[src/smct_pkg.sv]
`default_nettype none
package smct_pkg;
	// ----------------------------------------
	// Widths and sizes
	// ----------------------------------------
	localparam int NBANK  = 4;
	localparam int BANK_W = 2;
	localparam int WAIT_W = 5;
	localparam int WID_W  = WAIT_W + 1;
	localparam int ADDR_W = 24;
	localparam int DATA_W = 32;
	localparam int BE_W   = 4;
	localparam int AVS_W  = 8;
	// Reset minimum width in milliseconds; the testbench holds reset low for four clocks.
	localparam int RESET_MIN_MS = 10;
	// Bus clock period in nanoseconds.
	localparam int CLK_PERIOD_NS = 40;

	// ----------------------------------------
	// Register map, byte addresses
	// ----------------------------------------
	// Bank timing words sit at (bank * 4 + kind) * 4.
	localparam logic [1:0] KIND_RD_LEAD = 2'h0;
	localparam logic [1:0] KIND_RD_WAIT = 2'h1;
	localparam logic [1:0] KIND_WR_LEAD = 2'h2;
	localparam logic [1:0] KIND_WR_WAIT = 2'h3;
	localparam logic [AVS_W-1:0] OFS_STATUS = 8'h40;
	localparam logic [AVS_W-1:0] OFS_RDATA  = 8'h44;
	localparam logic [AVS_W-1:0] OFS_CFG_END = 8'h40;
	localparam int ST_BUSY_BIT  = 0;
	localparam int ST_BANK_LSB  = 1;
	localparam int ST_WRITE_BIT = 3;
	localparam logic [WAIT_W-1:0] WAIT_RST = 5'h00;

	// ----------------------------------------
	// Types
	// ----------------------------------------
	typedef enum logic [1:0] {
		S_IDLE   = 2'b00,
		S_LEAD   = 2'b01,
		S_STROBE = 2'b10,
		S_HOLD   = 2'b11
	} smct_state_e;

	typedef struct packed {
		logic              write;
		logic [BANK_W-1:0] bank;
		logic [ADDR_W-1:0] addr;
		logic [DATA_W-1:0] wdata;
		logic [BE_W-1:0]   be;
	} smct_req_s;

	typedef struct packed {
		logic [ADDR_W-1:0] addr;
		logic [DATA_W-1:0] wdata;
		logic              data_oe;
		logic [NBANK-1:0]  cs_n;
		logic              oe_n;
		logic              we_n;
		logic [BE_W-1:0]   byte_lane_strobe_n;
	} smct_mem_s;
endpackage : smct_pkg
`default_nettype wire

[src/smct_top.sv]
`timescale 1ns/1ps
`default_nettype none
// Functional notes
// Strobe positions count whole bus clocks; wait values sampled at access start.
// Address becomes valid on the same edge that bank select falls.
// Read: output enable stays high for read lead cycles after select falls.
// Read: output enable low for read wait minus read lead plus one.
// Read: byte-lane strobes track output enable exactly.
// Read end: bank select rises with output enable and byte lanes.
// Read: address held one more cycle after strobes rise.
// Write: data driven in the cycle bank select falls.
// Write: write enable falls write lead plus one cycles after select.
// Write: write enable low for write wait minus write lead plus one.
// Write: byte-lane strobes follow write enable in delay and width.
// Write: address and data held one cycle after write enable rises.
// Write: address and data held one cycle after byte lanes rise.
// Four timing counts stored separately for each of four banks.
// Reset driver holds reset low at least the minimum width; the testbench holds it low for four clocks.
// Software keeps wait counts no smaller than lead counts.
module smct_top
	import smct_pkg::*;
(
	input  wire logic              i_core_clk,
	input  wire logic              i_nrst,
	input  wire logic [AVS_W-1:0]  i_avs_address,
	input  wire logic              i_avs_read,
	input  wire logic              i_avs_write,
	input  wire logic [31:0]       i_avs_writedata,
	input  wire logic [3:0]        i_avs_byteenable,
	output logic      [31:0]       o_avs_readdata,
	output logic                   o_avs_waitrequest,
	input  wire logic              i_req_valid,
	input  wire smct_req_s         i_req,
	output logic                   o_req_ready,
	output logic                   o_rsp_valid,
	output logic      [DATA_W-1:0] o_rsp_rdata,
	output smct_mem_s              o_mem,
	input  wire logic [DATA_W-1:0] i_mem_rdata
);
	// ----------------------------------------
	// Helper functions
	// ----------------------------------------
	// Active strobe width, never below one cycle if software misprograms.
	function automatic logic [WID_W-1:0] strobe_width(
		input logic [WAIT_W-1:0] wait_c,
		input logic [WAIT_W-1:0] lead_c
	);
		if (wait_c >= lead_c) begin
			strobe_width = WID_W'({1'b0, wait_c} - {1'b0, lead_c} + 6'h01);
		end else begin
			strobe_width = 6'h01;
		end
	endfunction : strobe_width

	function automatic logic [3:0] cfg_index(
		input logic [BANK_W-1:0] bank,
		input logic [1:0]        kind
	);
		cfg_index = {bank, kind};
	endfunction : cfg_index

	// ----------------------------------------
	// Register file and bus slave
	// ----------------------------------------
	logic [WAIT_W-1:0] cfg_reg [16];
	logic              ack_reg;
	logic [31:0]       rdata_reg;
	logic [DATA_W-1:0] last_rd_reg;
	smct_state_e       state_reg;
	logic [BANK_W-1:0] bank_reg;
	logic              wr_reg;

	// One wait state: each access ends in the cycle after it starts.
	wire       bus_req  = i_avs_read | i_avs_write;
	wire       bus_done = bus_req & ack_reg;
	wire       is_cfg   = i_avs_address < OFS_CFG_END;
	wire [3:0] cfg_sel  = i_avs_address[5:2];
	wire       cfg_we   = bus_done & i_avs_write & is_cfg & i_avs_byteenable[0];
	wire [31:0] status_word = {28'h0000000, wr_reg, bank_reg,
		state_reg != S_IDLE};
	wire [31:0] rd_mux = is_cfg ? {27'h0000000, cfg_reg[cfg_sel]} :
		(i_avs_address == OFS_STATUS) ? status_word :
		(i_avs_address == OFS_RDATA) ? last_rd_reg : 32'h00000000;
	assign o_avs_waitrequest = bus_req & ~ack_reg;
	assign o_avs_readdata    = rdata_reg;

	// Acknowledge and read data capture.
	always_ff @(posedge i_core_clk or negedge i_nrst) begin
		if (!i_nrst) begin
			ack_reg   <= 1'b0;
			rdata_reg <= 32'h00000000;
		end else begin
			ack_reg   <= bus_req & ~ack_reg;
			rdata_reg <= rd_mux;
		end
	end

	// Per-bank timing words; unmapped writes are dropped.
	always_ff @(posedge i_core_clk or negedge i_nrst) begin
		if (!i_nrst) begin
			for (int i = 0; i < 16; i++) begin
				cfg_reg[i] <= WAIT_RST;
			end
		end else if (cfg_we) begin
			cfg_reg[cfg_sel] <= i_avs_writedata[WAIT_W-1:0];
		end
	end

	// ----------------------------------------
	// Access sequencer
	// ----------------------------------------
	logic [WAIT_W-1:0] lead_reg;
	logic [WID_W-1:0]  width_reg;
	logic [WID_W-1:0]  cnt_reg;
	logic [BE_W-1:0]   be_reg;
	smct_mem_s         mem_reg;
	logic              rsp_reg;
	logic [DATA_W-1:0] rsp_data_reg;

	wire accept = i_req_valid & (state_reg == S_IDLE);
	wire [1:0] lk = i_req.write ? KIND_WR_LEAD : KIND_RD_LEAD;
	wire [1:0] wk = i_req.write ? KIND_WR_WAIT : KIND_RD_WAIT;
	wire [WAIT_W-1:0] new_lead = cfg_reg[cfg_index(i_req.bank, lk)];
	wire [WAIT_W-1:0] new_wait = cfg_reg[cfg_index(i_req.bank, wk)];
	// Write strobes start one cycle later than read strobes.
	wire [WID_W-1:0] lead_len = {1'b0, new_lead} + {5'h00, i_req.write};
	wire [NBANK-1:0] cs_sel = NBANK'(1) << i_req.bank;
	wire cnt_zero = cnt_reg == 6'h00;
	assign o_req_ready = state_reg == S_IDLE;
	assign o_mem       = mem_reg;
	assign o_rsp_valid = rsp_reg;
	assign o_rsp_rdata = rsp_data_reg;

	// State, counters and pin drive, all from flip-flops.
	always_ff @(posedge i_core_clk or negedge i_nrst) begin
		if (!i_nrst) begin
			state_reg    <= S_IDLE;
			cnt_reg      <= 6'h00;
			lead_reg     <= WAIT_RST;
			width_reg    <= 6'h01;
			be_reg       <= 4'h0;
			bank_reg     <= 2'h0;
			wr_reg       <= 1'b0;
			rsp_reg      <= 1'b0;
			rsp_data_reg <= 32'h00000000;
			last_rd_reg  <= 32'h00000000;
			mem_reg      <= '{addr: '0, wdata: '0, data_oe: 1'b0,
				cs_n: 4'hf, oe_n: 1'b1, we_n: 1'b1, byte_lane_strobe_n: 4'hf};
		end else begin
			rsp_reg <= 1'b0;
			unique case (state_reg)
				S_IDLE: begin
					if (accept) begin
						// Timing words are latched once per access.
						lead_reg  <= new_lead;
						width_reg <= strobe_width(new_wait, new_lead);
						be_reg    <= i_req.be;
						bank_reg  <= i_req.bank;
						wr_reg    <= i_req.write;
						mem_reg.cs_n    <= ~cs_sel;
						mem_reg.addr    <= i_req.addr;
						mem_reg.wdata   <= i_req.wdata;
						mem_reg.data_oe <= i_req.write;
						if (lead_len == 6'h00) begin
							// Zero read lead: strobes fall with bank select.
							mem_reg.oe_n <= 1'b0;
							mem_reg.byte_lane_strobe_n <= ~i_req.be;
							cnt_reg   <= strobe_width(new_wait, new_lead) - 6'h01;
							state_reg <= S_STROBE;
						end else begin
							cnt_reg   <= lead_len - 6'h01;
							state_reg <= S_LEAD;
						end
					end
				end
				S_LEAD: begin
					if (cnt_zero) begin
						mem_reg.oe_n <= wr_reg;
						mem_reg.we_n <= ~wr_reg;
						mem_reg.byte_lane_strobe_n <= ~be_reg;
						cnt_reg   <= width_reg - 6'h01;
						state_reg <= S_STROBE;
					end else begin
						cnt_reg <= cnt_reg - 6'h01;
					end
				end
				S_STROBE: begin
					if (cnt_zero) begin
						// Select and strobes rise together on one edge.
						mem_reg.oe_n <= 1'b1;
						mem_reg.we_n <= 1'b1;
						mem_reg.byte_lane_strobe_n <= 4'hf;
						mem_reg.cs_n <= 4'hf;
						if (!wr_reg) begin
							rsp_data_reg <= i_mem_rdata;
							last_rd_reg  <= i_mem_rdata;
						end
						state_reg <= S_HOLD;
					end else begin
						cnt_reg <= cnt_reg - 6'h01;
					end
				end
				S_HOLD: begin
					// Address and data stood one cycle past the strobes.
					mem_reg.data_oe <= 1'b0;
					rsp_reg   <= 1'b1;
					state_reg <= S_IDLE;
				end
			endcase
		end
	end

	// ----------------------------------------
	// Checks
	// ----------------------------------------
	logic [WID_W-1:0] since_cs_h;
	logic [WID_W-1:0] slen_h;
	wire strobe_low_h = ~mem_reg.oe_n | ~mem_reg.we_n;

	// Cycles since bank select fell and length of current strobe.
	always_ff @(posedge i_core_clk or negedge i_nrst) begin
		if (!i_nrst) begin
			since_cs_h <= 6'h00;
			slen_h     <= 6'h00;
		end else begin
			since_cs_h <= accept ? 6'h00 : since_cs_h + 6'h01;
			slen_h     <= strobe_low_h ? slen_h + 6'h01 : 6'h00;
		end
	end

	a_start_cs_addr: assert property (@(posedge i_core_clk) disable iff (!i_nrst)
		accept |=> !o_mem.cs_n[$past(i_req.bank)] && o_mem.addr == $past(i_req.addr))
		else $error("Select and address not presented together");
	a_sample_once: assert property (@(posedge i_core_clk) disable iff (!i_nrst)
		(state_reg != S_IDLE) |=> $stable(lead_reg) && $stable(width_reg))
		else $error("Timing words changed during an access");
	a_bank_words: assert property (@(posedge i_core_clk) disable iff (!i_nrst)
		accept |=> lead_reg == $past(new_lead))
		else $error("Lead taken from wrong bank word");
	a_read_lead: assert property (@(posedge i_core_clk) disable iff (!i_nrst)
		$fell(o_mem.oe_n) |-> since_cs_h == {1'b0, lead_reg})
		else $error("Read strobe lead wrong");
	a_read_width: assert property (@(posedge i_core_clk) disable iff (!i_nrst)
		$rose(o_mem.oe_n) |-> $past(slen_h) == width_reg - 6'h01)
		else $error("Read strobe width wrong");
	a_read_lanes: assert property (@(posedge i_core_clk) disable iff (!i_nrst)
		(!wr_reg && state_reg != S_IDLE) |->
		o_mem.byte_lane_strobe_n == (o_mem.oe_n ? 4'hf : ~be_reg))
		else $error("Byte lanes differ from output enable");
	a_read_cs_end: assert property (@(posedge i_core_clk) disable iff (!i_nrst)
		$rose(o_mem.oe_n) |-> &o_mem.cs_n)
		else $error("Select did not rise with output enable");
	a_read_addr_hold: assert property (@(posedge i_core_clk) disable iff (!i_nrst)
		$rose(o_mem.oe_n) |-> $stable(o_mem.addr) && !o_req_ready)
		else $error("Read address not held");
	a_write_data: assert property (@(posedge i_core_clk) disable iff (!i_nrst)
		(accept && i_req.write) |=> o_mem.data_oe && o_mem.wdata == $past(i_req.wdata))
		else $error("Write data not driven with select");
	a_write_lead: assert property (@(posedge i_core_clk) disable iff (!i_nrst)
		$fell(o_mem.we_n) |-> since_cs_h == {1'b0, lead_reg} + 6'h01)
		else $error("Write strobe lead wrong");
	a_write_width: assert property (@(posedge i_core_clk) disable iff (!i_nrst)
		$rose(o_mem.we_n) |-> $past(slen_h) == width_reg - 6'h01)
		else $error("Write strobe width wrong");
	a_write_lanes: assert property (@(posedge i_core_clk) disable iff (!i_nrst)
		(wr_reg && state_reg != S_IDLE) |->
		o_mem.byte_lane_strobe_n == (o_mem.we_n ? 4'hf : ~be_reg))
		else $error("Byte lanes differ from write enable");
	a_write_hold: assert property (@(posedge i_core_clk) disable iff (!i_nrst)
		$rose(o_mem.we_n) |-> o_mem.data_oe && $stable(o_mem.wdata) && $stable(o_mem.addr))
		else $error("Write address or data not held");

	// ----------------------------------------
	// Bus slave and pin sanity checks
	// ----------------------------------------
	a_cfg_write_lands: assert property (@(posedge i_core_clk) disable iff (!i_nrst)
		cfg_we |=> cfg_reg[$past(cfg_sel)] == $past(i_avs_writedata[WAIT_W-1:0]))
		else $error("Timing word write did not land");
	a_bus_one_wait: assert property (@(posedge i_core_clk) disable iff (!i_nrst)
		o_avs_waitrequest |=> !o_avs_waitrequest || !(i_avs_read || i_avs_write))
		else $error("Register access took more than one wait state");
	a_one_bank_select: assert property (@(posedge i_core_clk) disable iff (!i_nrst)
		$onehot0(~o_mem.cs_n))
		else $error("More than one bank selected");
	a_strobes_exclusive: assert property (@(posedge i_core_clk) disable iff (!i_nrst)
		!(!o_mem.oe_n && !o_mem.we_n))
		else $error("Output enable and write enable low together");
	a_rsp_one_pulse: assert property (@(posedge i_core_clk) disable iff (!i_nrst)
		o_rsp_valid |=> !o_rsp_valid)
		else $error("End of access pulse longer than one cycle");
	a_idle_pins_high: assert property (@(posedge i_core_clk) disable iff (!i_nrst)
		(state_reg == S_IDLE) |-> &o_mem.cs_n && o_mem.oe_n && o_mem.we_n)
		else $error("Memory strobes active while idle");
	a_write_data_release: assert property (@(posedge i_core_clk) disable iff (!i_nrst)
		$rose(o_mem.we_n) |=> !o_mem.data_oe)
		else $error("Data bus not released after hold cycle");
	a_read_no_drive: assert property (@(posedge i_core_clk) disable iff (!i_nrst)
		(!wr_reg && state_reg != S_IDLE) |-> !o_mem.data_oe)
		else $error("Data bus driven during a read");
endmodule : smct_top
`default_nettype wire

[config.mk]
export PLATFORM = sky130hd
export DESIGN_NAME = smct_top
export DESIGN_NICKNAME = d
export VERILOG_FILES = /design/src/smct_pkg.sv /design/src/smct_top.sv
export SDC_FILE = /design/constraint.sdc
export NUM_CORES = 1
export LEC_CHECK = 0
export ABC_AREA = 1
export BUFFER_PORTS_ARGS = -buffer_cell sky130_fd_sc_hd__buf_2
export CORE_UTILIZATION = 45
export CTS_CLUSTER_DIAMETER = 40
export CTS_CLUSTER_SIZE = 8
export DETAILED_ROUTE_END_ITERATION = 16
export HOLD_SLACK_MARGIN = 0.15
export PLACE_DENSITY = 0.72
export SYNTH_ARGS = -nofsm -noshare
export SYNTH_HDL_FRONTEND = slang
export SYNTH_SLANG_ARGS = --single-unit
[constraint.sdc]
create_clock -name i_core_clk -period 2.9 [get_ports i_core_clk]
set_clock_uncertainty 0.2 [all_clocks]
set_input_delay 0.58 -clock i_core_clk [delete_from_list [all_inputs] [get_ports i_core_clk]]
set_output_delay 0.58 -clock i_core_clk [all_outputs]
set_load 0.02 [all_outputs]
==> results by group, run 1 <==
Pwr
  – Psw: 5.21 mW
  – Final Power: 13.8 mW
  – Switching Share: 37.8%
  – Logic pwr share: 35.0%
  – Part of the power in registers: 34.2%
  – Lkg Pwr: 8.05 nW
  – PwrDens: 877 mW/mm²
  – P_int: 8.59 mW
  – Power share of the clock group: 30.9%
  – Worst VDD drop: 0.763 mV

Logic synthesis
  – Mapped Avg Cell Area: 8.46 µm²
  – Synth area leader: dfrtp_1
  – Post-synth top area share: 50.6%
  – Synth async-reset ratio: 100%
  – Synthesis Warnings: 0
  – Top-count cell post-synth: nand2_1
  – Post-Syn Area: 0.0110 mm²
  – Syn Inst Count: 1305
  – Synth area leaders: dfrtp_1 51%, nand2_1 13%, o21ai_0 6.7%
  – Seq/Total Area, Yosys: 53.2%
  – Synth cell types: 55
  – Post-synth EDFFs: 0
  – Post-synth top flop: dfrtp_1
  – Synth cell count leaders: 380 x nand2_1, 223 x dfrtp_1, 148 x o21ai_0, 137 x inv_1, 94 x nor2_1
  – Syn_nets: 1471
  – Yosys reg bits: 234

Clocking
  – Clk_lat worst skew: 0.52 ns
  – CTS tree: built
  – CTS clk-pin slew, worst paths: 0.04 ns
  – Max H-tree Level: 2
  – Max Root-Sink Buffers: 3
  – Clk sinks: 234
  – Clock buffer count from CTS: 39
  – Clk root buf: clkbuf_16

Timing
  – RSZ-0062 raised after global routing: true
  – Worst slew pin tran: 0.745 ns
  – Max Clock Freq: 317 MHz
  – Final worst setup slack: -0.252 ns
  – Slew margin rel.: 50.2%
  – Final hold violations: 0
  – Fin crit period: 3.15 ns
  – Pins Over Slew Limit: 0
  – Post-route clock period utilization: 109%
  – Setup Viol. Count Final: 6
  – Setup TNS: -0.792 ns

Layout
  – P&R area growth vs syn: 42.5%
  – Share of cells above drive strength 1: 29.7%
  – Post-layout net count: 1928
  – Number of flip-flops in the largest register: 80
  – Finished Layout Cells: 2104

Route
  – Final wirelength: 37200 µm
  – DRT iter0 DRCs: 1071
  – First-pass DRT Iterations: 6
  – DRC: 0
  – Vias: 10900
  – Via density: 5.20
  – Avg WL per Cell: 17.7 µm
  – Post-DRT Antenna Nets: 0

Place
  – Gpl congestion: 0.922
  – Pre-CTS WS: -0.778 ns
  – Placed insts: 1939
  – Port bufs: 247
  – HPWL after DPL: 25300 µm

Floorplanning
  – Die area: 0.0252 mm²
  – Initial Util: 46.5%
  – Core area: 0.0238 mm²
  – Die H: 159 µm
  – Top Ports: 278
  – FP Rows: 56
  – Die W: 159 µm

Global route
  – GRT overflow: 0
  – First-pass GRT wire length: 55900 µm
  – Number of global-route vias before repair: 10700
  – Pin count of the biggest net entering global routing: 85
  – Initial antenna violation count: 1
  – Global-route usage over all layers: 29.1%

Setup path
  – Worst Path Max Fanout: 3
  – Reg2Reg Depth: 20
  – R2R setup slack: -0.25 ns
  – FF-to-FF End: cnt_reg[5]
  – R2R Path Start: cfg_reg[15]
  – Critical path capture point: cnt_reg[5]
  – Crit path DAT: 3.39 ns
  – Critical path origin: cfg_reg[15]
  – Worst Setup Path Type: reg2reg
  – Critical Path End Type: flip-flop
  – WP data required: 3.14 ns
  – Startpoint Class: flip-flop

Worst hold path
  – Hold Path Class: in2reg

Run status
  – Failing checks: negative setup slack
  – Status: finished with violations

Run
  – Max-cap violation count: 0
-- critical path, cell delays in order (launching register included) --
cell,delay (ns)
dfrtp_1,0.38
inv_2,0.07
a21oi_1,0.06
o21ai_1,0.17
nand4_1,0.23
inv_1,0.11
ha_1,0.20
ha_4,0.15
inv_2,0.03
fa_2,0.33
or2_4,0.27
nand2_2,0.07
a21oi_2,0.05
xnor2_1,0.12
nor2_1,0.13
nand4_1,0.10
nand2_1,0.10
inv_1,0.04
nand2_1,0.06
nand3_1,0.07
a21oi_2,0.13
-- cells in the final DEF, fill, tap and decap left out, types with 3 or more instances in the layout --
master and count:
clkbuf_16 39, nor2_4 7, buf_12 3, buf_4 117, o22ai_1 9, a21oi_2 7
dfrtp_1 223, nor2_1 89, ha_1 16, clkbuf_1 12, o21ai_0 135, nor2_2 10
dlygate4sd3_1 93, nand3_2 8, inv_1 125, buf_2 245, a22oi_1 16, o221ai_1 10
a21oi_1 52, o21ai_1 12, mux2_1 4, clkbuf_8 3, nand2_4 6, clkinv_1 3
o211ai_1 7, dfstp_2 11, nand3_1 27, nand4_1 14, xnor2_1 3, nand2_2 16
ha_4 3, xor2_1 6, a31oi_1 7, inv_2 25, nand2_1 374
-- per-stage QoR --
step / utilization (%) / cell area, µm² / hold slack, ns
floorplan: - / 11100 / 0.0844
global placement: 56.5 / 13400 / 0.234
detailed placement: 56.5 / 13400 / 0.239
finish: 66.2 / 15700 / 0.141
CTS: 65.9 / 15600 / 0.153
global route: 66.2 / 15700 / 0.159
-- how the worst min path moves through the flow --
stage,from,endpoint,slack (ns),cells after the start
after floorplan,i_nrst,ack_reg,0.08,0
after global placement,ack_reg,ack_reg,0.23,1
after detailed placement,ack_reg,ack_reg,0.24,1
after CTS,i_mem_rdata[10],o_rsp_rdata[10],0.15,3
after global routing,i_mem_rdata[10],o_rsp_rdata[10],0.16,3
final,i_avs_write,ack_reg,0.14,3
-- layer usage --
metal  vias up  part of all wire [%]  global-route usage [%]
li1       5138                     -                       -
met1      5196                    39                    36.0
met2       494                    49                    48.1
met3       118                   7.2                    6.04
met4         0                   4.3                    14.5
met5         -                     0                       0
-- layout make-up --
| cell class | count | area, µm² |
|---|---|---|
| Timing Repair Buffer | 461 | 3130 |
| Antenna cell | 1 | 2.50 |
| Tap cell | 319 | 399 |
| Inverter | 154 | 591 |
| Fill cell | 1865 | 8030 |
| Clock buffer | 54 | 1060 |
| Clock inverter | 9 | 144 |
| Multi-Input combinational cell | 872 | 4530 |
| Sequential cell | 234 | 5870 |
-- power by group through the flow --
stage | clock, mW | sequential [mW] | combinational, mW
floorplan | 0 | 5.50 | 2.02
global placement | 0 | 4.68 | 4.43
detailed placement | 0 | 4.71 | 4.52
CTS | 4.31 | 4.67 | 4.69
global route | 4.46 | 4.80 | 5.25
finish | 4.26 | 4.71 | 4.82
-- kinds of logic after synthesis --
group | Yosys count | synth area share [%]
fa+ha+maj | 22 | 2.63
xor+xnor | 9 | 0.714
simple gates | 564 | 21.9
compound gates | 272 | 14.1
mux | 5 | 0.510
flops | 234 | 53.2
buf+inv | 199 | 6.92
-- repair_timing --
item,4_1_cts,5_1_grt
setup buffers,5,5
pin swaps,21,19
endpoints found under the hold margin,189,0
setup endpoints to repair,13,14
resized for setup,25,19
hold buffers,94,0
Power figures use the tool's default switching activity.
==> inputs of run 2 (changes only) <==
--- a/config.mk
+++ b/config.mk
@@ -14,3 +14,3 @@
 export HOLD_SLACK_MARGIN = 0.15
-export PLACE_DENSITY = 0.72
+export PLACE_DENSITY = 0.75
 export SYNTH_ARGS = -nofsm -noshare
==> constraint.sdc (replaced) <==
create_clock -name i_core_clk -period 2.9 [get_ports i_core_clk]
set_clock_uncertainty 0.2 [all_clocks]
set_input_delay 0.435 -clock i_core_clk [delete_from_list [all_inputs] [get_ports i_core_clk]]
set_output_delay 0.435 -clock i_core_clk [all_outputs]
set_load 0.02 [all_outputs]
==> run 2 against run 1 <==
  * The run still ends with negative setup slack left
  * Flip-flop and latch count stayed put
  * Die area did not move
  * Total power decreased by 0.32%
  * Register-to-register slack gained 0.08 ns
  * Clock power is 6.3% lower
  * Combinational power grew 4%
  * Largest cell class unchanged
==> results by group, run 2 (same netlist as run 1, synthesis figures left out) <==
Route
  – Final wirelength: 37600 µm (was 37200 µm)
  – Post-DRT Antenna Nets: 0 (unchanged)
  – Avg WL per Cell: 17.7 µm (about the same)
  – Vias: 11200 (was 10900)
  – First-pass DRT Iterations: 6 (unchanged)
  – DRC: 0 (unchanged)
  – DRT iter0 DRCs: 1099 (was 1071)
  – Via density: 5.28 (was 5.20)

Pwr
  – Worst VDD drop: 0.656 mV (was 0.763 mV)
  – Lkg Pwr: 8.13 nW (was 8.05 nW)
  – PwrDens: 865 mW/mm² (was 877 mW/mm²)

Run status
  – Status: finished with violations (unchanged)
  – Failing checks: negative setup slack (unchanged)

Clocking
  – Clk_lat worst skew: 0.51 ns (was 0.52 ns)
  – CTS clk-pin slew, worst paths: 0.05 ns (was 0.04 ns)
  – Clock buffer count from CTS: 38 (was 39)
  – Max Root-Sink Buffers: 3 (unchanged)
  – Clk root buf: clkbuf_16 (unchanged)
  – Max H-tree Level: 2 (unchanged)
  – Clk sinks: 234 (unchanged)
  – CTS tree: built (unchanged)

Setup path
  – Crit path DAT: 3.27 ns (was 3.39 ns)
  – Worst Path Max Fanout: 2 (was 3)
  – Critical path origin: cfg_reg[31] (was cfg_reg[15])
  – Critical Path End Type: flip-flop (unchanged)
  – WP data required: 3.10 ns (was 3.14 ns)
  – Startpoint Class: flip-flop (unchanged)
  – Slowest cell on crit path: dfrtp_1 (unchanged)
  – R2R Path Start: cfg_reg[31] (was cfg_reg[15])
  – Cell chain of the critical path: inv_2, nand2_1, o211ai_1, nand4_1, ha_1, inv_2, ha_4, inv_2, fa_2, or2_4, nand2_2, a21oi_2, xnor2_1, nor2_1, nand4_1, nand2_1, nand4_1, nand3_2, a21oi_2 (was inv_2, a21oi_1, o21ai_1, nand4_1, inv_1, ha_1, ha_4, inv_2, fa_2, or2_4, nand2_2, a21oi_2, xnor2_1, nor2_1, nand4_1, nand2_1, inv_1, nand2_1, nand3_1, a21oi_2)
  – Reg2Reg Depth: 19 (was 20)
  – Crit path largest cell delay: 0.39 ns (was 0.38 ns)
  – Worst Setup Path Type: reg2reg (unchanged)

Timing
  – Min Hold Slack: 0.194 ns (was 0.141 ns)
  – Fin crit period: 3.07 ns (was 3.15 ns)
  – Setup TNS: -0.624 ns (was -0.792 ns)
  – Post-route clock period utilization: 106% (was 109%)
  – Max Clock Freq: 326 MHz (was 317 MHz)
  – Setup Viol. Count Final: 5 (was 6)
  – Final hold violations: 0 (unchanged)
  – Final worst setup slack: -0.169 ns (was -0.252 ns)
  – Slew margin rel.: 52.4% (was 50.2%)
  – RSZ-0062 raised after global routing: true (unchanged)
  – Worst slew pin tran: 0.713 ns (was 0.745 ns)
  – Pins Over Slew Limit: 0 (unchanged)

Floorplanning
  – Top Ports: 278 (unchanged)
  – Die H: 159 µm (unchanged)
  – Die W: 159 µm (unchanged)
  – Initial Util: 46.5% (unchanged)
  – Die area: 0.0252 mm² (unchanged)
  – FP Rows: 56 (unchanged)
  – Core area: 0.0238 mm² (unchanged)

Place
  – HPWL after DPL: 25200 µm (was 25300 µm)
  – Port bufs: 247 (unchanged)
  – DP Area: 0.0135 mm² (was 0.0134 mm²)
  – Placed insts: 1948 (was 1939)
  – Gpl congestion: 0.992 (was 0.922)

Layout
  – Finished Layout Cells: 2119 (was 2104)
  – Post-layout instance area: 0.0159 mm² (was 0.0157 mm²)
  – Most common cell after layout, fill and taps aside: nand2_1 (unchanged)
  – # fillers: 1794 (was 1865)
  – Post-layout net count: 1946 (was 1928)
  – P&R area growth vs syn: 44.0% (was 42.5%)
  – Most frequent cells in the layout: 370 x nand2_1, 244 x buf_2, 223 x dfrtp_1, 135 x o21ai_0, 127 x buf_4 (was 374 x nand2_1, 245 x buf_2, 223 x dfrtp_1, 135 x o21ai_0, 125 x inv_1)
  – Number of flip-flops in the largest register: 80 (unchanged)
  – Layout Utilization: 66.9% (was 66.2%)
  – Share of cells above drive strength 1: 31.0% (was 29.7%)

Global route
  – First-pass GRT wire length: 57100 µm (was 55900 µm)
  – Number of global-route vias before repair: 11000 (was 10700)
  – GRT overflow: 0 (unchanged)
  – Global-route usage over all layers: 29.5% (was 29.1%)
  – Initial antenna violation count: 2 (was 1)
  – Pin count of the biggest net entering global routing: 69 (was 85)

Worst hold path
  – Hold Path Class: in2reg (unchanged)
  – Hold path depth: 5 (was 3)
  – Hold_sp: i_avs_address[6] (was i_avs_write)

Run
  – Max-cap violation count: 0 (unchanged)
## run 2: cell count changes in the layout (fill, tap and decap cells not counted), moves of 4 or more
cell	before	now
clkinv_2	1	6
inv_2	25	30
clkbuf_1	12	7
nand2_1	374	370
inv_1	125	120
buf_4	117	127
## run 2: routing by layer
metal / vias to the layer above / routed length, µm / global-route usage, %
met3: 115 / 2690 / 4.76
li1: 5187 / - / -
met2: 499 / 18700 / 50.4
met1: 5382 / 14900 / 37.2
met5: - / 17 / 0
met4: 2 / 1230 / 11.8
## run 2: worst max-delay path: cells and delay by family, from the launching register on
family / cells / cell delay (ns)
buffers and inverters: 3 / 0.21
AO/OA/AOI/OAI: 3 / 0.21
XOR/XNOR: 1 / 0.11
adder cells (fa/ha/maj): 3 / 0.80
flip-flops: 1 / 0.39
AND/OR/NAND/NOR: 9 / 1.04
## run 2: per-stage QoR
step / setup slack (ns) / power [mW]
6_report: -0.169 / 13.8
5_1_grt: -0.418 / 14.5
4_1_cts: -0.185 / 13.5
3_5_place_dp: -0.647 / 9.28
3_3_place_gp: -0.609 / 9.16
2_1_floorplan: -0.286 / 7.51
## run 2: cell type report
| class | count | area (µm²) | area share (%) |
|---|---|---|---|
| Antenna cell | 2 | 5.00 | 0.0315 |
| Clock buffer | 49 | 1040 | 6.57 |
| Clock inverter | 9 | 67.6 | 0.425 |
| Inverter | 154 | 591 | 3.72 |
| Multi-Input combinational cell | 873 | 4590 | 28.9 |
| Sequential cell | 234 | 5870 | 36.9 |
| Tap cell | 319 | 399 | 2.51 |
| Timing Repair Buffer | 479 | 3320 | 20.9 |
## run 2: final timing paths
check,endpoint,slack [ns]
max reg2reg,cnt_reg[5],-0.17
max,cnt_reg[5],-0.17
min in group asynchronous,cnt_reg[1],0.25
min reg2reg,ack_reg,0.26
max in group asynchronous,o_rsp_rdata[24],1.40
min,o_avs_readdata[1],0.19
## run 2: report_power, final
part / total, mW / switching [mW] / internal, mW
clock network: 3.99 / 1.48 / 2.51
logic: 5.01 / 3.25 / 1.76
registers: 4.75 / 0.555 / 4.19
## run 2: what timing repair did
| action | CTS | global route |
|---|---|---|
| gates resized for setup | 15 | 49 |
| endpoints found under the hold margin | 188 | 0 |
| hold buffers | 96 | 0 |
| pin swaps | 17 | 34 |
| endpoints found under the setup margin | 12 | 15 |
| gates cloned | 0 | 1 |
| buffers inserted | 6 | 9 |
==> inputs of run 3 (changes only) <==
- GPL_TIMING_DRIVEN: unset -> 0
- PLACE_DENSITY: 0.75 -> 0.69
==> run 3 against run 2 <==
  * The run still ends with negative setup slack left
  * Register-to-register slack got worse by 0.15 ns
  * Setup slack got worse by 0.15 ns
  * Total power rose by 1.6%
  * First-iteration DRC count fell by 16%
  * Wire length fell by 2.4%
  * Via count fell by 3.2%
  * Fmax fell by 4.6%
  * Highest routed layer is now met4
==> results by group, run 3 (same netlist as run 1, synthesis figures left out) <==
Run status
  – Status: finished with violations (unchanged)
  – Failing checks: negative setup slack (unchanged)

Route
  – Vias: 10800 (was 11200)
  – Avg WL per Cell: 17.6 µm (was 17.7 µm)
  – First-pass DRT Iterations: 5 (was 6)
  – Post-DRT Antenna Nets: 0 (unchanged)
  – DRT iter0 DRCs: 922 (was 1099)
  – Via density: 5.19 (was 5.28)
  – DRC: 0 (unchanged)
  – Final wirelength: 36700 µm (was 37600 µm)

Place
  – HPWL after DPL: 25000 µm (was 25200 µm)
  – Placed insts: 1873 (was 1948)
  – Port bufs: 247 (unchanged)
  – Gpl congestion: 0.933 (was 0.992)

Timing
  – Slew margin rel.: 47.7% (was 52.4%)
  – Final hold violations: 0 (unchanged)
  – Post-route clock period utilization: 111% (was 106%)
  – Fin crit period: 3.22 ns (was 3.07 ns)
  – Pins Over Slew Limit: 0 (unchanged)
  – Final worst setup slack: -0.316 ns (was -0.169 ns)
  – Max Clock Freq: 311 MHz (was 326 MHz)
  – Worst slew pin tran: 0.778 ns (was 0.713 ns)
  – Setup Viol. Count Final: 8 (was 5)
  – RSZ-0062 raised after global routing: true (unchanged)
  – Setup TNS: -1.68 ns (was -0.624 ns)
  – Min Hold Slack: 0.190 ns (was 0.194 ns)

Global route
  – GRT overflow: 0 (unchanged)
  – Global-route usage over all layers: 28.9% (was 29.5%)
  – Initial antenna violation count: 0 (was 2)
  – First-pass GRT wire length: 55800 µm (was 57100 µm)
  – Number of global-route vias before repair: 10700 (was 11000)
  – Pin count of the biggest net entering global routing: 108 (was 69)

Setup path
  – Reg2Reg Depth: 20 (was 19)
  – Worst Setup Path Type: reg2reg (unchanged)
  – Critical Path End Type: flip-flop (unchanged)
  – Crit path DAT: 3.46 ns (was 3.27 ns)
  – WP data required: 3.14 ns (was 3.10 ns)
  – R2R Path Start: cfg_reg[11] (was cfg_reg[31])
  – Crit path largest cell delay: 0.39 ns (about the same)
  – Critical path depth in cells: 20 (was 19)
  – Crit path max-delay family: simple AND/OR/NAND/NOR gates (unchanged)
  – Critical path origin: cfg_reg[11] (was cfg_reg[31])
  – Startpoint Class: flip-flop (unchanged)
  – Slowest cell on crit path: ha_1 (was dfrtp_1)
  – Worst Path Max Fanout: 2 (unchanged)
  – Cell chain of the critical path: inv_2, a21oi_2, o21ai_1, nand4_1, ha_1, inv_2, ha_4, inv_2, fa_2, or2_4, nand2_2, a21oi_2, xnor2_1, nor2_2, nand4_1, nand2_1, inv_1, nand2_1, nand3_2, a21oi_2 (was inv_2, nand2_1, o211ai_1, nand4_1, ha_1, inv_2, ha_4, inv_2, fa_2, or2_4, nand2_2, a21oi_2, xnor2_1, nor2_1, nand4_1, nand2_1, nand4_1, nand3_2, a21oi_2)
  – CP Buf/Inv Count: 4 (was 3)

Layout
  – P&R area growth vs syn: 42.7% (was 44.0%)
  – Layout Utilization: 66.3% (was 66.9%)
  – Most frequent cells in the layout: 370 x nand2_1, 249 x buf_2, 222 x dfrtp_1, 135 x o21ai_0, 111 x inv_1 (was 370 x nand2_1, 244 x buf_2, 223 x dfrtp_1, 135 x o21ai_0, 127 x buf_4)
  – Post-layout net count: 1913 (was 1946)
  – # fillers: 1854 (was 1794)
  – Most common cell after layout, fill and taps aside: nand2_1 (unchanged)
  – Number of flip-flops in the largest register: 80 (unchanged)
  – Number of diodes: 0 (was 2)
  – Finished Layout Cells: 2087 (was 2119)
  – Share of cells above drive strength 1: 28.7% (was 31.0%)

Pwr
  – PwrDens: 887 mW/mm² (was 865 mW/mm²)
  – Lkg Pwr: 7.88 nW (was 8.13 nW)
  – Worst VDD drop: 0.561 mV (was 0.656 mV)

Clocking
  – Clk sinks: 234 (unchanged)
  – Clock buffer count from CTS: 40 (was 38)
  – Max Root-Sink Buffers: 3 (unchanged)
  – CTS clk-pin slew, worst paths: 0.05 ns (about the same)
  – Clk_lat worst skew: 0.52 ns (was 0.51 ns)
  – CTS tree: built (unchanged)
  – Max H-tree Level: 2 (unchanged)
  – Clk root buf: clkbuf_16 (unchanged)

Floorplanning
  – Die area: 0.0252 mm² (unchanged)
  – Die H: 159 µm (unchanged)
  – Top Ports: 278 (unchanged)
  – Core area: 0.0238 mm² (unchanged)
  – Die W: 159 µm (unchanged)
  – FP Rows: 56 (unchanged)
  – Initial Util: 46.5% (unchanged)

Worst hold path
  – Hold path depth: 3 (was 5)
  – Hold Path Class: in2reg (unchanged)
  – Hold_sp: i_avs_writedata[4] (was i_avs_address[6])

Run
  – Max-cap violation count: 0 (unchanged)
run 3: cell count changes in the layout (fill, tap and decap cells not counted), moves of 5 or more:
cell | before | now
clkbuf_1 | 7 | 41
buf_2 | 244 | 249
buf_4 | 127 | 41
dlygate4sd3_1 | 96 | 108
buf_12 | 6 | 0
inv_1 | 120 | 111
inv_2 | 30 | 38
clkinv_2 | 6 | 0
run 3: routing by layer:
layer	GRT usage [%]	up-vias	wire length, µm
met1	36.8	5122	15100
met4	13.0	0	1480
met5	0	-	0
met3	5.42	108	2450
li1	-	5124	-
met2	47.9	477	17700
run 3: worst register-to-register path, delay by kind of cell (launching register included):
kind / cells / cell delay, ns
simple gates: 8 / 0.96
fa+ha+maj: 3 / 0.85
flops: 1 / 0.38
compound gates: 4 / 0.36
buf+inv: 4 / 0.23
xor+xnor: 1 / 0.14
run 3: layout make-up:
class / count / area [µm²] / area share [%]
timing repair buffer: 400 / 2730 / 17.3
inverter: 154 / 597 / 3.79
clock inverter: 9 / 119 / 0.755
buffer: 45 / 225 / 1.43
multi-input combinational: 872 / 4710 / 29.9
sequential: 234 / 5870 / 37.3
tap: 319 / 399 / 2.53
clock buffer: 54 / 1100 / 7.01
run 3: power by group:
part | switching, mW | internal (mW) | total, mW
sequential | 0.531 | 4.19 | 4.72
clock | 1.54 | 2.82 | 4.36
combinational | 3.19 | 1.69 | 4.88
run 3: metrics by stage:
stage	setup slack [ns]	total power, mW	instance area (µm²)
6_report	-0.316	14.0	15800
4_1_cts	-0.245	13.8	15400
3_5_place_dp	-1.21	9.10	12800
2_1_floorplan	-0.286	7.51	11100
3_3_place_gp	-2.98	8.99	12700
5_1_grt	-0.517	14.7	15800
run 3: path summary, 6_finish.rpt:
check                           slack [ns]          end
worst max-delay path                 -0.32   cnt_reg[5]
worst min-delay path                  0.19   cfg_reg[9]
worst max register to register       -0.32   cnt_reg[5]
worst min register to register        0.27    o_mem[49]
max in group asynchronous             1.01  cfg_reg[60]
min in group asynchronous             0.22   cnt_reg[5]
run 3: what timing repair did:
action	in CTS	in global routing
buffers inserted	26	17
pin swaps	21	32
cloned	0	0
hold endpoints to repair	242	2
gates resized for setup	52	54
hold buffers	107	1
endpoints found under the setup margin	37	42
